--- src/sdp_consts.vh ---
// constants for the split dual byte pwm timer: offsets, fields, resets
// assumes a 32-bit avalon-mm slave with word addressing by byte offset
`ifndef SDP_CONSTS_VH
`define SDP_CONSTS_VH
`define SDP_ADDR_W        8
`define SDP_OFS_CTRL      8'h00
`define SDP_OFS_PRESC     8'h04
`define SDP_OFS_PER       8'h08
`define SDP_OFS_CMP_LO    8'h0C
`define SDP_OFS_CMP_HI    8'h10
`define SDP_OFS_FLAGS     8'h14
`define SDP_OFS_INTEN     8'h18
`define SDP_OFS_COUNT     8'h1C
`define SDP_OFS_WORD16    8'h20
`define SDP_CTRL_EN       0
`define SDP_CTRL_SPLIT    1
`define SDP_CTRL_EVSRC    2
`define SDP_RST_PER       8'hFF
`define SDP_RST_PER16     16'hFFFF
`define SDP_RST_PRESC     16'h0000
`endif

--- src/sdp_cnt8.v ---
// one 8-bit down-counter with four compare channels
// assumes tick is a one-cycle advance strobe in the sys_clk domain
`timescale 1ns/1ps
module sdp_cnt8 #(
  parameter W = 8
) (
  input  wire           sys_clk,
  input  wire           nrst,
  input  wire           run,
  input  wire           tick,
  input  wire [W-1:0]   per,
  input  wire [4*W-1:0] cmp,
  output reg  [W-1:0]   cnt_q,
  output reg  [3:0]     pwm_q,
  output reg            unf_q,
  output reg  [3:0]     match_q
);
  integer i;
  always @(posedge sys_clk or negedge nrst)
  begin
    if (!nrst)
    begin
      cnt_q   <= {W{1'b0}};
      pwm_q   <= 4'h0;
      unf_q   <= 1'b0;
      match_q <= 4'h0;
    end
    else
    begin
      unf_q   <= 1'b0;
      match_q <= 4'h0;
      if (!run)
        cnt_q <= per;
      else if (tick)
      begin
        if (cnt_q == {W{1'b0}})
        begin
          cnt_q <= per;
          unf_q <= 1'b1;
        end
        else
          cnt_q <= cnt_q - {{(W-1){1'b0}}, 1'b1};
        for (i = 0; i < 4; i = i + 1)
          match_q[i] <= (cnt_q == cmp[i*W +: W]);
      end
      for (i = 0; i < 4; i = i + 1)
        pwm_q[i] <= run && (cmp[i*W +: W] > cnt_q);
    end
  end
endmodule // sdp_cnt8

--- src/sdp_top.v ---
// split dual byte pwm timer with avalon-mm register slave
// assumes synchronous inputs on sys_clk, async active-low nrst
//
// The address map and the Avalon-MM interface to the registers were chosen for this implementation.
`timescale 1ns/1ps
`include "sdp_consts.vh"
module sdp_top #(
  parameter PRESC_W = 16
) (
  input  wire        sys_clk,
  input  wire        nrst,
  input  wire [7:0]  avs_address,
  input  wire        avs_read,
  input  wire        avs_write,
  input  wire [31:0] avs_writedata,
  input  wire [3:0]  avs_byteenable,
  output reg  [31:0] avs_readdata,
  output reg         avs_waitrequest,
  input  wire        count_event,
  output reg  [7:0]  pwm_out_q,
  output reg         irq_q,
  output reg  [4:0]  event_out_q,
  output reg  [3:0]  dma_req_q
);
  reg  [2:0]          ctrl_q;
  reg  [PRESC_W-1:0]  presc_q;
  reg  [15:0]         per_q;
  reg  [31:0]         cmp_lo_q;
  reg  [31:0]         cmp_hi_q;
  reg  [5:0]          flags_q;
  reg  [5:0]          inten_q;
  reg  [PRESC_W-1:0]  div_q;
  reg                 tick_q;
  reg  [15:0]         cnt16_q;
  reg  [3:0]          pwm16_q;
  reg                 unf16_q;
  reg                 ack_q;
  wire [7:0]          lo_cnt;
  wire [7:0]          hi_cnt;
  wire [3:0]          lo_pwm;
  wire [3:0]          hi_pwm;
  wire [3:0]          lo_match;
  wire                lo_unf;
  wire                hi_unf;
  wire                en;
  wire                split;
  wire                run_split;
  wire                run16;
  wire                wr;
  wire [31:0]         wmask;
  wire [5:0]          fset;
  wire [31:0]         ctrl_m;
  wire [31:0]         presc_m;
  wire [31:0]         per_m;
  wire [31:0]         inten_m;

  function [31:0] bemask;
    input [3:0] be;
    begin
      bemask = {{8{be[3]}}, {8{be[2]}}, {8{be[1]}}, {8{be[0]}}};
    end
  endfunction

  function [31:0] merge;
    input [31:0] old;
    input [31:0] nw;
    input [31:0] m;
    begin
      merge = (old & ~m) | (nw & m);
    end
  endfunction

  assign en        = ctrl_q[`SDP_CTRL_EN];
  assign split     = ctrl_q[`SDP_CTRL_SPLIT];
  assign run_split = en && split;
  assign run16     = en && !split;
  assign wr        = avs_write && ack_q;
  assign wmask     = bemask(avs_byteenable);
  assign ctrl_m    = merge({29'h0, ctrl_q}, avs_writedata, wmask);
  assign presc_m   = merge({{(32-PRESC_W){1'b0}}, presc_q}, avs_writedata, wmask);
  assign per_m     = merge({16'h0, per_q}, avs_writedata, wmask);
  assign inten_m   = merge({26'h0, inten_q}, avs_writedata, wmask);

  ////////////////////////////////////////////////////////////////////////
  // shared tick source
  always @(posedge sys_clk or negedge nrst)
  begin
    if (!nrst)
    begin
      div_q  <= {PRESC_W{1'b0}};
      tick_q <= 1'b0;
    end
    else if (!en)
    begin
      div_q  <= {PRESC_W{1'b0}};
      tick_q <= 1'b0;
    end
    else if (ctrl_q[`SDP_CTRL_EVSRC])
    begin
      div_q  <= {PRESC_W{1'b0}};
      tick_q <= count_event;
    end
    else if (div_q >= presc_q)
    begin
      div_q  <= {PRESC_W{1'b0}};
      tick_q <= 1'b1;
    end
    else
    begin
      div_q  <= div_q + {{(PRESC_W-1){1'b0}}, 1'b1};
      tick_q <= 1'b0;
    end
  end

  ////////////////////////////////////////////////////////////////////////
  // split counters
  sdp_cnt8 #(.W(8)) u_lo (
    .sys_clk (sys_clk),
    .nrst    (nrst),
    .run     (run_split),
    .tick    (tick_q),
    .per     (per_q[7:0]),
    .cmp     (cmp_lo_q),
    .cnt_q   (lo_cnt),
    .pwm_q   (lo_pwm),
    .unf_q   (lo_unf),
    .match_q (lo_match)
  );

  sdp_cnt8 #(.W(8)) u_hi (
    .sys_clk (sys_clk),
    .nrst    (nrst),
    .run     (run_split),
    .tick    (tick_q),
    .per     (per_q[15:8]),
    .cmp     (cmp_hi_q),
    .cnt_q   (hi_cnt),
    .pwm_q   (hi_pwm),
    .unf_q   (hi_unf),
    .match_q ()
  );

  ////////////////////////////////////////////////////////////////////////
  // normal 16-bit timer, down counting, compares from the four 16-bit halves of cmp_lo_q and cmp_hi_q
  always @(posedge sys_clk or negedge nrst)
  begin
    if (!nrst)
    begin
      cnt16_q <= 16'h0000;
      pwm16_q <= 4'h0;
      unf16_q <= 1'b0;
    end
    else
    begin
      unf16_q <= 1'b0;
      if (!run16)
        cnt16_q <= per_q;
      else if (tick_q)
      begin
        if (cnt16_q == 16'h0000)
        begin
          cnt16_q <= per_q;
          unf16_q <= 1'b1;
        end
        else
          cnt16_q <= cnt16_q - 16'h0001;
      end
      pwm16_q[0] <= run16 && (cmp_lo_q[15:0] > cnt16_q);
      pwm16_q[1] <= run16 && (cmp_lo_q[31:16] > cnt16_q);
      pwm16_q[2] <= run16 && (cmp_hi_q[15:0] > cnt16_q);
      pwm16_q[3] <= run16 && (cmp_hi_q[31:16] > cnt16_q);
    end
  end

  // flags: [3:0] low compares, [4] low/16-bit underflow, [5] high underflow
  assign fset = {hi_unf, lo_unf | unf16_q, lo_match};

  ////////////////////////////////////////////////////////////////////////
  // avalon-mm slave, one wait cycle per access
  always @(posedge sys_clk or negedge nrst)
  begin
    if (!nrst)
    begin
      ctrl_q          <= 3'h0;
      presc_q         <= `SDP_RST_PRESC;
      per_q           <= `SDP_RST_PER16;
      cmp_lo_q        <= 32'h00000000;
      cmp_hi_q        <= 32'h00000000;
      flags_q         <= 6'h00;
      inten_q         <= 6'h00;
      ack_q           <= 1'b0;
      avs_waitrequest <= 1'b1;
      avs_readdata    <= 32'h00000000;
      pwm_out_q       <= 8'h00;
      irq_q           <= 1'b0;
      event_out_q     <= 5'h00;
      dma_req_q       <= 4'h0;
    end
    else
    begin
      ack_q           <= (avs_read || avs_write) && !ack_q;
      avs_waitrequest <= !((avs_read || avs_write) && !ack_q);
      if (wr)
      begin
        case (avs_address)
          `SDP_OFS_CTRL:   ctrl_q   <= ctrl_m[2:0];
          `SDP_OFS_PRESC:  presc_q  <= presc_m[PRESC_W-1:0];
          `SDP_OFS_PER:    per_q    <= per_m[15:0];
          `SDP_OFS_CMP_LO: cmp_lo_q <= merge(cmp_lo_q, avs_writedata, wmask);
          `SDP_OFS_CMP_HI: cmp_hi_q <= merge(cmp_hi_q, avs_writedata, wmask);
          `SDP_OFS_INTEN:  inten_q  <= inten_m[5:0];
          default:         ;
        endcase
      end
      // write one to clear, hardware set wins
      if (wr && avs_address == `SDP_OFS_FLAGS && avs_byteenable[0])
        flags_q <= (flags_q & ~avs_writedata[5:0]) | fset;
      else
        flags_q <= flags_q | fset;
      if (avs_read && !ack_q)
      begin
        case (avs_address)
          `SDP_OFS_CTRL:   avs_readdata <= {29'h0, ctrl_q};
          `SDP_OFS_PRESC:  avs_readdata <= {{(32-PRESC_W){1'b0}}, presc_q};
          `SDP_OFS_PER:    avs_readdata <= {16'h0, per_q};
          `SDP_OFS_CMP_LO: avs_readdata <= cmp_lo_q;
          `SDP_OFS_CMP_HI: avs_readdata <= cmp_hi_q;
          `SDP_OFS_FLAGS:  avs_readdata <= {26'h0, flags_q};
          `SDP_OFS_INTEN:  avs_readdata <= {26'h0, inten_q};
          `SDP_OFS_COUNT:  avs_readdata <= {16'h0, hi_cnt, lo_cnt};
          `SDP_OFS_WORD16: avs_readdata <= {16'h0, cnt16_q};
          default:         avs_readdata <= 32'h00000000;
        endcase
      end
      pwm_out_q   <= split ? {hi_pwm, lo_pwm} : {4'h0, pwm16_q};
      irq_q       <= |(flags_q & inten_q);
      event_out_q <= {lo_unf | unf16_q, lo_match};
      dma_req_q   <= lo_match;
    end
  end
endmodule // sdp_top

--- config.mk ---
export PLATFORM = sky130hd
export DESIGN_NAME = sdp_top
export DESIGN_NICKNAME = d
export VERILOG_FILES = /design/src/sdp_cnt8.v /design/src/sdp_top.v
export VERILOG_INCLUDE_DIRS = /design/src /design/src/src
export SDC_FILE = /design/constraint.sdc
export NUM_CORES = 1
export LEC_CHECK = 0
export ABC_AREA = 1
export ABC_CLOCK_PERIOD_IN_PS = 1900
export BUFFER_PORTS_ARGS = -buffer_cell sky130_fd_sc_hd__buf_2
export CAP_MARGIN = 0
export CORE_MARGIN = 8
export CORE_UTILIZATION = 40
export DETAILED_ROUTE_END_ITERATION = 6
export PLACE_DENSITY = 0.64
export SLEW_MARGIN = 40
export SYNTH_ARGS = -nofsm -noshare
export SYNTH_HDL_FRONTEND = slang
export SYNTH_SLANG_ARGS = --single-unit
--- constraint.sdc ---
create_clock -name sys_clk -period 1.9 [get_ports sys_clk]
set_input_delay 0.285 -clock sys_clk [delete_from_list [all_inputs] [get_ports sys_clk]]
set_output_delay 0.285 -clock sys_clk [all_outputs]
set_load 0.02 [all_outputs]
**Word-level counts from Yosys, hierarchy flattened**

Index checks and enable logic that the tools add are counted.

- Add/sub/neg operators: 4
- Magnitude comparators: 13
- Eq/ne operators: 14
- Mux-type cells: 29
- Bitwise logic cells: 20
- Reductions and logical operators: 34

Operators by type and width:

| kind | number |
|---|---|
| 32-bit one-hot mux with 9 select lines | 1 |
| 32-bit bitwise AND | 3 |
| 16-bit 2-to-1 mux | 6 |
| 16-bit > comparator | 4 |
| 8-bit > comparator | 8 |
| 32-bit OR | 2 |
| 8-bit 2-to-1 mux | 7 |
| 16-bit bitwise AND | 2 |
| 8-bit by 5-bit equality test with 1-bit output (second input constant) | 4 |
| 8-bit equality test | 4 |
| 32-bit NOT | 1 |
| 16-bit OR | 2 |
| 8-bit zero test | 3 |
| 1-bit logical AND | 19 |
| 6-bit bitwise AND | 3 |
| 6-bit OR | 3 |
| 16-bit by 1-bit adder with 16-bit output (second input constant) | 1 |
| 8-bit by 4-bit equality test with 1-bit output (second input constant) | 2 |
| 16-bit greater-or-equal comparator | 1 |
| 16-bit zero test | 1 |
| 16-bit by 1-bit subtractor with 16-bit output (second input constant) | 1 |
| 8-bit by 1-bit subtractor with 8-bit output (second input constant) | 2 |
| 1-bit 2-to-1 mux | 12 |
| 2-bit AND reduction | 6 |
| other kinds (12) | 16 |

- Flip-flop bits (word level): 231
- Input bits: 49
- Output and inout port bits: 51
- Word-level logic and storage cells: 140

**Longest topological paths before layout**

Gate-level depths: netlist (run 1).

- Word-level depth: 4
- Depth in mapped cells: 13

**Cells and area by module**

A second synthesis (run 1) with hierarchy kept.

- Cell total of the unflattened synthesis: 1848
- Area, all modules: 14632.8 µm²

By module, submodules not included:

| module | instances | cells each | area each (µm²) | seq. area each (µm²) |
|---|---|---|---|---|
| sdp_top | 1 | 1430 | 11387.2 | 4951.0 |
| sdp_cnt8 | 2 | 209 | 1622.8 | 425.4 |

**Worst setup path after synthesis (run 1)**

No wires, ideal clock.

- Kind: flip-flop to flip-flop
- From: register div_q[13]
- To: register div_q[8]
- Library setup time: 0.121 ns
- Data arrival time: 1.495 ns
- Slack: 0.284 ns
- Stages on the path, launching flop included: 8
- Cells stage by stage: dfrtp_1 ha_1 nand2_1 nor4_1 nand2_1 nand3_1 buf_2 nor2_1

- Longest elaborated chain between the ends: 4

RTL lines:

| item | line | text |
|---|---|---|
| start, declared | sdp_top.v:32 | `reg [PRESC_W-1:0] div_q;` |
| start signal, assigned | sdp_top.v:90 | `div_q <= {PRESC_W{1'b0}};` |
| start signal, assigned | sdp_top.v:95 | `div_q <= {PRESC_W{1'b0}};` |
| start signal, assigned | sdp_top.v:100 | `div_q <= {PRESC_W{1'b0}};` |
| 16-bit greater-or-equal comparator | sdp_top.v:103 | `else if (div_q >= presc_q)` |
| 16-bit 2-to-1 mux | sdp_top.v:103 |  |
| 16-bit 2-to-1 mux | sdp_top.v:98 | `` else if (ctrl_q[`SDP_CTRL_EVSRC]) `` |
| 16-bit 2-to-1 mux | sdp_top.v:93 | `else if (!en)` |

No other way between the ends.
A chain may end at the register's enable or synchronous reset.

**Worst setup path in the final report (run 1)**

- From: register u_hi.cnt_q[7]
- To: register u_hi.pwm_q[0]

- Longest elaborated chain between the ends: 2

RTL lines:

| item | line | text |
|---|---|---|
| start, declared | sdp_cnt8.v:13 | `output reg [W-1:0] cnt_q,` |
| start signal, assigned | sdp_cnt8.v:23 | `cnt_q <= {W{1'b0}};` |
| start signal, assigned | sdp_cnt8.v:33 | `cnt_q <= per;` |
| start signal, assigned | sdp_cnt8.v:38 | `cnt_q <= per;` |
| 8-bit > comparator | sdp_cnt8.v:47 | `pwm_q[i] <= run && (cmp[i*W +: W] > cnt_q);` |
| 1-bit logical AND | sdp_cnt8.v:47 |  |
| end signal, assigned by index | sdp_cnt8.v:47 |  |
| end, declared | sdp_cnt8.v:14 | `output reg [3:0] pwm_q,` |

No other way between the ends.

==> metrics.log, run 1 <==
[metrics] run status: complete, no violations
[metrics] met2 layer usage reported by global route: 35.63%
[metrics] Starting Density: 40.32%
[metrics] total gr overflow: 0
[metrics] unique cell type count in the Yosys netlist: 40
[metrics] most utilized layer in the global route result: met2
[metrics] overall global routing resource usage: 22.04%
[metrics] met3 track utilization from global routing: 2.846%
[metrics] Post-DP HPWL: 35090 um
[metrics] relative max-transition margin: 51.50%
[metrics] largest net degree at the start of global routing: 62
[metrics] remaining antenna violation count after routing: 0
[metrics] type of the setup path with the least slack: reg -> reg
[metrics] number of antenna violations at the first check in global routing: 1
[metrics] multi-input combinational cell area: 7548 um^2
[metrics] number of fillers in the final layout: 3489
[metrics] capturing element type of the critical path: flop
[metrics] final slew viol count: 0
[metrics] Avg WL per Cell: 19.00 um
[metrics] drt initial violations: 1179
[metrics] number of endpoints with negative hold slack in the final report: 0
[metrics] biggest fanout along the worst timing path: 6
[metrics] required time of the worst setup path: 2.28 ns
[metrics] register bit total from synthesis: 227
[metrics] Period Utilization, post-route: 93.86%
[metrics] critical path arrival: 2.16 ns
[metrics] largest buffer count on any clock path: 3
[metrics] Post-Route Setup TNS: 0 ns
[metrics] post-DR vias/cell: 5.301
[metrics] transition at the pin with the smallest max-transition slack: 0.7267 ns
[metrics] DR pass1 iterations: 6
[metrics] combinational family with the most area after synthesis: simple AND/OR/NAND/NOR gates
[metrics] diodes inserted: 0
[metrics] most common cell after layout, fill and taps aside: nand2_1
[metrics] NumNets Final: 2176
[metrics] count of warnings emitted by yosys: 0
[metrics] io pins: 100
[metrics] total vias in the final route: 13025
[metrics] power after layout: 10.92 mW
[metrics] proportion of synthesized chip area in sequential cells: 39.95%
[metrics] # H-tree levels: 1
[metrics] power density cells: 655.0 nW/um^2
[metrics] clock net sink count: 227
[metrics] post-layout worst setup margin: 0.1166 ns
[metrics] Hold/Removal Path Class: in -> reg
[metrics] clock period minus final worst setup slack: 1.783 ns
[metrics] placer congestion estimate: 0.9457
[metrics] total non-filler cell area in the finished layout: 16670 um^2
[metrics] adder and majority cell fraction of the synthesized area: 13.24%
[metrics] Cell Area, Synth: 14270 um^2
[metrics] final setup fails: 0
[metrics] async set-reset flop share out of synthesis: 100.0%
[metrics] multiplexer share of the synthesized area: 0%
[metrics] Primary FF master, synth: dfrtp_1
[metrics] count of buffers inserted at the top-level ports: 99
[metrics] number of buffers created by CTS: 26
[metrics] first-pass GRT wire length: 72550 um
[metrics] Synth Area in Simple Gates: 25.96%
[metrics] Skew-Pair Late Insertion Delay: 0.56 ns
[metrics] combined flip-flop and latch cell area: 5702 um^2
[metrics] clock skew after layout: 0.03519 ns
[metrics] synthesized netlist net count: 2025
[metrics] EDFF count, synth: 0
[metrics] Chip Width: 204.9 um
[metrics] most frequent cells in the layout: nand2_1 (497), dfrtp_1 (210), inv_1 (185)
[metrics] static leakage power: 8.821 nW
[metrics] Die Footprint: 41980 um^2
[metrics] nature of the critical path startpoint: flop
[metrics] final wirelength: 46680 um
[metrics] maxcap violations: 0
[metrics] Mapped Avg Cell Area: 7.820 um^2
[metrics] TritonCTS clock tree: yes
[metrics] post-synthesis xor/xnor area fraction: 1.289%
[metrics] Cell Area, Placed: 15730 um^2
[metrics] Core Area: 35400 um^2
[metrics] met1 usage in global routing: 30.07%
[metrics] share of final-layout standard cells stronger than drive strength 1: 15.23%
[metrics] instance count of the mapped netlist: 1825
[metrics] clock transition time at the flip-flop clock pins of the worst setup and hold paths: 0.06 ns
[metrics] master cell of the clock root buffer: clkbuf_16
[metrics] Max Freq: 0.5607 GHz
[metrics] RSZ-0062 raised after global routing: no
[metrics] Setup Slack @ Placement: 0.08199 ns
[metrics] Max IR drop VDD: 0.6067 mV
[metrics] vias in the first global route: 12741
[metrics] DRC viols: 0
[metrics] Area growth, synth to finish: 16.84%
[metrics] synthesized-area fraction occupied by ao, oa, aoi and oai cells: 12.20%
[metrics] number of rows created at floorplan: 69
[metrics] Die Span Y: 204.9 um
-- kinds of logic after synthesis --
group / count (synthesis)
flip-flops: 227
AO/OA/AOI/OAI: 310
AND/OR/NAND/NOR: 862
XOR/XNOR: 21
buffers and inverters: 254
adder cells (fa/ha/maj): 151
-- layer usage --
| metal | vias up | wire length, um |
|---|---|---|
| met5 | - | 13 |
| met4 | 2 | 1655 |
| met3 | 90 | 3065 |
| met2 | 478 | 21400 |
| met1 | 6149 | 20550 |
| li1 | 6306 | - |
-- where the power goes --
part	switching [mW]	leakage (nW)	internal, mW
logic	0.694	5.43	0.325
registers	0.0691	2.99	4.91
clock network	2.10	0.401	2.83
total	2.86	8.82	8.06
-- layout make-up --
cell class,count,share of cell area (%)
Clock buffer,39,4.435
Clock inverter,9,0.5403
Inverter,200,4.525
Multi-Input combinational cell,1344,45.27
Sequential cell,227,34.19
Tap cell,461,3.459
Timing Repair Buffer,177,7.579
-- timing repair --
action	4_1_cts	5_1_grt
gates resized for setup	0	8
setup buffers	0	0
endpoints found under the setup margin	0	28
endpoints found under the hold margin	53	0
hold buffers	9	0
-- cells in the mapped netlist (all sizes together) (15+ instances only) --
master,number,share of area [%]
dfrtp,210,37
nand3,160,5.8
nand2,512,14
nand4,21,0.96
dfstp,17,3.1
buf,40,1.7
nor2,159,4.8
inv,198,5.2
xor2,15,0.92
a21oi,80,2.8
o21ai,188,7.2
ha,151,13
-- critical path, stage by stage, from the launching register on --
cell and delay, ns:
dfrtp_1 0.40, inv_1 0.26, ha_1 0.31, nand2_1 0.09, nor2_1 0.05, a211oi_1 0.29
a21oi_1 0.18
-- per-stage QoR --
| step | utilization [%] | std cells | hold WS, ns |
|---|---|---|---|
| floorplan | - | 1825 | -0.01059 |
| global placement | 44.42 | 2400 | 0.3027 |
| detailed placement | 44.43 | 2400 | 0.2969 |
| CTS | 47.02 | 2457 | 0.006122 |
| global route | 47.11 | 2457 | 0.008363 |
| finish | 47.11 | 2457 | 0.01589 |
-- path summary, 6_finish.rpt --
kind | depth (start not counted) | endpoint | start | slack (ns)
worst max register to register | 6 | u_hi.pwm_q[0] | u_hi.cnt_q[7] | 0.12
max in group asynchronous | 3 | async pin | nrst | 0.87
worst min register to register | 0 | dma_req_q[0] | u_lo.match_q[0] | 0.37
worst min-delay path | 3 | flop | avs_writedata[29] | 0.02
min in group asynchronous | 2 | cnt16_q[8] | nrst | 0.29
worst max-delay path | 6 | u_hi.pwm_q[0] | u_hi.cnt_q[7] | 0.12
No activity file was read; power rests on OpenSTA's default activity.
==> run 2, diff against run 1 <==
--- a/config.mk
+++ b/config.mk
@@ -14,2 +14,3 @@
 export CORE_UTILIZATION = 40
+export CTS_CLUSTER_DIAMETER = 40
 export DETAILED_ROUTE_END_ITERATION = 6
==> constraint.sdc (replaced) <==
create_clock -name sys_clk -period 1.9 [get_ports sys_clk]
set_input_delay 0.095 -clock sys_clk [delete_from_list [all_inputs] [get_ports sys_clk]]
set_output_delay 0.095 -clock sys_clk [all_outputs]
set_load 0.02 [all_outputs]
==> run 2 against run 1 <==
Final area is 4.4% higher. Setup slack worse by 0.041 ns. Combinational power is essentially flat. Sequential cell count unchanged. Hold slack gained 0.0058 ns. Via count increased by 1.9%.
==> metrics.log, run 2 (synthesis gave the netlist of run 1 again) <==
[metrics] Post-Route Setup TNS: 0 ns
[metrics] combined flip-flop and latch cell area: 5703 um^2
[metrics] Core Area: 35400 um^2
[metrics] static leakage power: 9.133 nW
[metrics] DR pass1 iterations: 5
[metrics] Post-DP HPWL: 35020 um
[metrics] Period Utilization, post-route: 96.02%
[metrics] required time of the worst setup path: 2.32 ns
[metrics] Max IR drop VDD: 0.4898 mV
[metrics] clock period minus final worst setup slack: 1.824 ns
[metrics] overall global routing resource usage: 22.38%
[metrics] total gr overflow: 0
[metrics] transition at the pin with the smallest max-transition slack: 0.6677 ns
[metrics] drt initial violations: 1269
[metrics] power density cells: 774.2 nW/um^2
[metrics] Hold/Removal Path Class: in -> reg
[metrics] remaining antenna violation count after routing: 0
[metrics] final wirelength: 46670 um
[metrics] TritonCTS clock tree: yes
[metrics] clock net sink count: 227
[metrics] number of rows created at floorplan: 69
[metrics] number of antenna violations at the first check in global routing: 1
[metrics] Max Freq: 0.5481 GHz
[metrics] final slew viol count: 0
[metrics] number of fillers in the final layout: 3456
[metrics] share of final-layout standard cells stronger than drive strength 1: 15.87%
[metrics] most frequent cell on the critical path: nand2_1
[metrics] Core Util, Final: 49.16%
[metrics] capturing element type of the critical path: flop
[metrics] critical path arrival: 2.24 ns
[metrics] ordered cell list for the critical path: ha_1 -> nand2_1 -> nor4_1 -> nand2_1 -> nand3_1 -> buf_12 -> nor2_1
[metrics] final setup fails: 0
[metrics] Chip Width: 204.9 um
[metrics] total vias in the final route: 13273
[metrics] Starting Density: 40.32%
[metrics] master cell of the clock root buffer: clkbuf_16
[metrics] maxcap violations: 0
[metrics] setup slack of the worst register-to-register path: 0.08 ns
[metrics] NumNets Final: 2209
[metrics] first-pass GRT wire length: 73770 um
[metrics] count of buffers inserted at the top-level ports: 99
[metrics] nature of the critical path startpoint: flop
[metrics] clock transition time at the flip-flop clock pins of the worst setup and hold paths: 0.06 ns
[metrics] DRC viols: 0
[metrics] run status: complete, no violations
[metrics] most frequent cells in the layout: nand2_1 (497), dfrtp_1 (209), inv_1 (184)
[metrics] Skew-Pair Late Insertion Delay: 0.54 ns
[metrics] relative max-transition margin: 55.48%
[metrics] diodes inserted: 0
[metrics] vias in the first global route: 12968
[metrics] multi-input combinational cell area: 7538 um^2
[metrics] type of the setup path with the least slack: reg -> reg
[metrics] number of buffers created by CTS: 42
[metrics] largest net degree at the start of global routing: 72
[metrics] largest buffer count on any clock path: 3
[metrics] Avg WL per Cell: 18.65 um
[metrics] Die Span Y: 204.9 um
[metrics] io pins: 100
[metrics] most common cell after layout, fill and taps aside: nand2_1
[metrics] # H-tree levels: 2
[metrics] number of endpoints with negative hold slack in the final report: 0
[metrics] RSZ-0062 raised after global routing: no
[metrics] biggest fanout along the worst timing path: 16
[metrics] clock skew after layout: 0.01920 ns
[metrics] delay of the slowest cell on the worst path: 0.43 ns
[metrics] Die Footprint: 41980 um^2
[metrics] placer congestion estimate: 0.9330
[metrics] Area growth, synth to finish: 21.94%
[metrics] cell with the largest stage delay on the worst path: dfrtp_1
[metrics] post-DR vias/cell: 5.303
run 2: cell count changes in the layout (fill, tap and decap cells not counted), sizes merged, moves of 5 or more:
| cell | before | now |
|---|---|---|
| clkinvlp | 2 | 8 |
| clkbuf | 39 | 48 |
| buf | 168 | 154 |
| inv | 198 | 206 |
| dlygate4sd3 | 9 | 39 |
| clkinv | 8 | 13 |
run 2: worst max-delay path: cells and delay by family, from the launching register on:
kind | cells | cell delay [ns]
fa+ha+maj | 1 | 0.32
buf+inv | 1 | 0.15
flops | 1 | 0.43
simple gates | 5 | 0.80
run 2: per-layer routing:
layer / up-vias / share of wire, % / global-route usage [%]
li1: 6386 / - / -
met1: 6269 / 44 / 30.71
met2: 520 / 45 / 35.24
met3: 96 / 7.3 / 3.447
met4: 2 / 3.4 / 8.348
met5: - / 0.021 / 0
run 2: through the flow:
stage | hold WS [ns] | instance area [um^2] | std cells | worst slack [ns] | total power, mW
floorplan | -0.2006 | 14270 | 1825 | 0.2841 | 5.567
CTS | 0.004629 | 17340 | 2498 | 0.07176 | 13.57
finish | 0.02172 | 17400 | 2503 | 0.07553 | 13.47
detailed placement | 0.1441 | 15540 | 2382 | 0.1386 | 6.019
global route | 0.02587 | 17400 | 2503 | 0.001652 | 13.93
global placement | 0.1371 | 15540 | 2382 | 0.1833 | 5.996
run 2: repair_timing:
item | in CTS | in global routing
setup endpoints to repair | 0 | 17
buffers inserted | 0 | 4
hold endpoints to repair | 161 | 0
resized for setup | 0 | 9
hold buffers | 39 | 0
run 2: area by class of cell:
cell class,instances,area share (%)
clock buffers,48,6.349
clock inverters,29,1.747
inverters,200,4.357
multi-input cells,1344,43.32
flip-flops and latches,227,32.77
well taps,461,3.315
repair buffers,193,8.096
repair inverters,1,0.04314
run 2: final timing paths:
check                                   from              end  cells after the start
max in group asynchronous               nrst  avs_waitrequest                      3
max                                div_q[13]        div_q[13]                      7
min reg2reg                  u_lo.match_q[2]     dma_req_q[2]                      0
max reg2reg                        div_q[13]        div_q[13]                      7
min                        avs_byteenable[0]       flags_q[1]                      4
min in group asynchronous               nrst        async pin                      2
run 2: power by group:
group          switching (mW)  internal, mW  total (mW)
logic                   0.679         0.344        1.02
clock network            2.78          4.68        7.46
registers              0.0770          4.91        4.99
total                    3.54          9.94        13.5
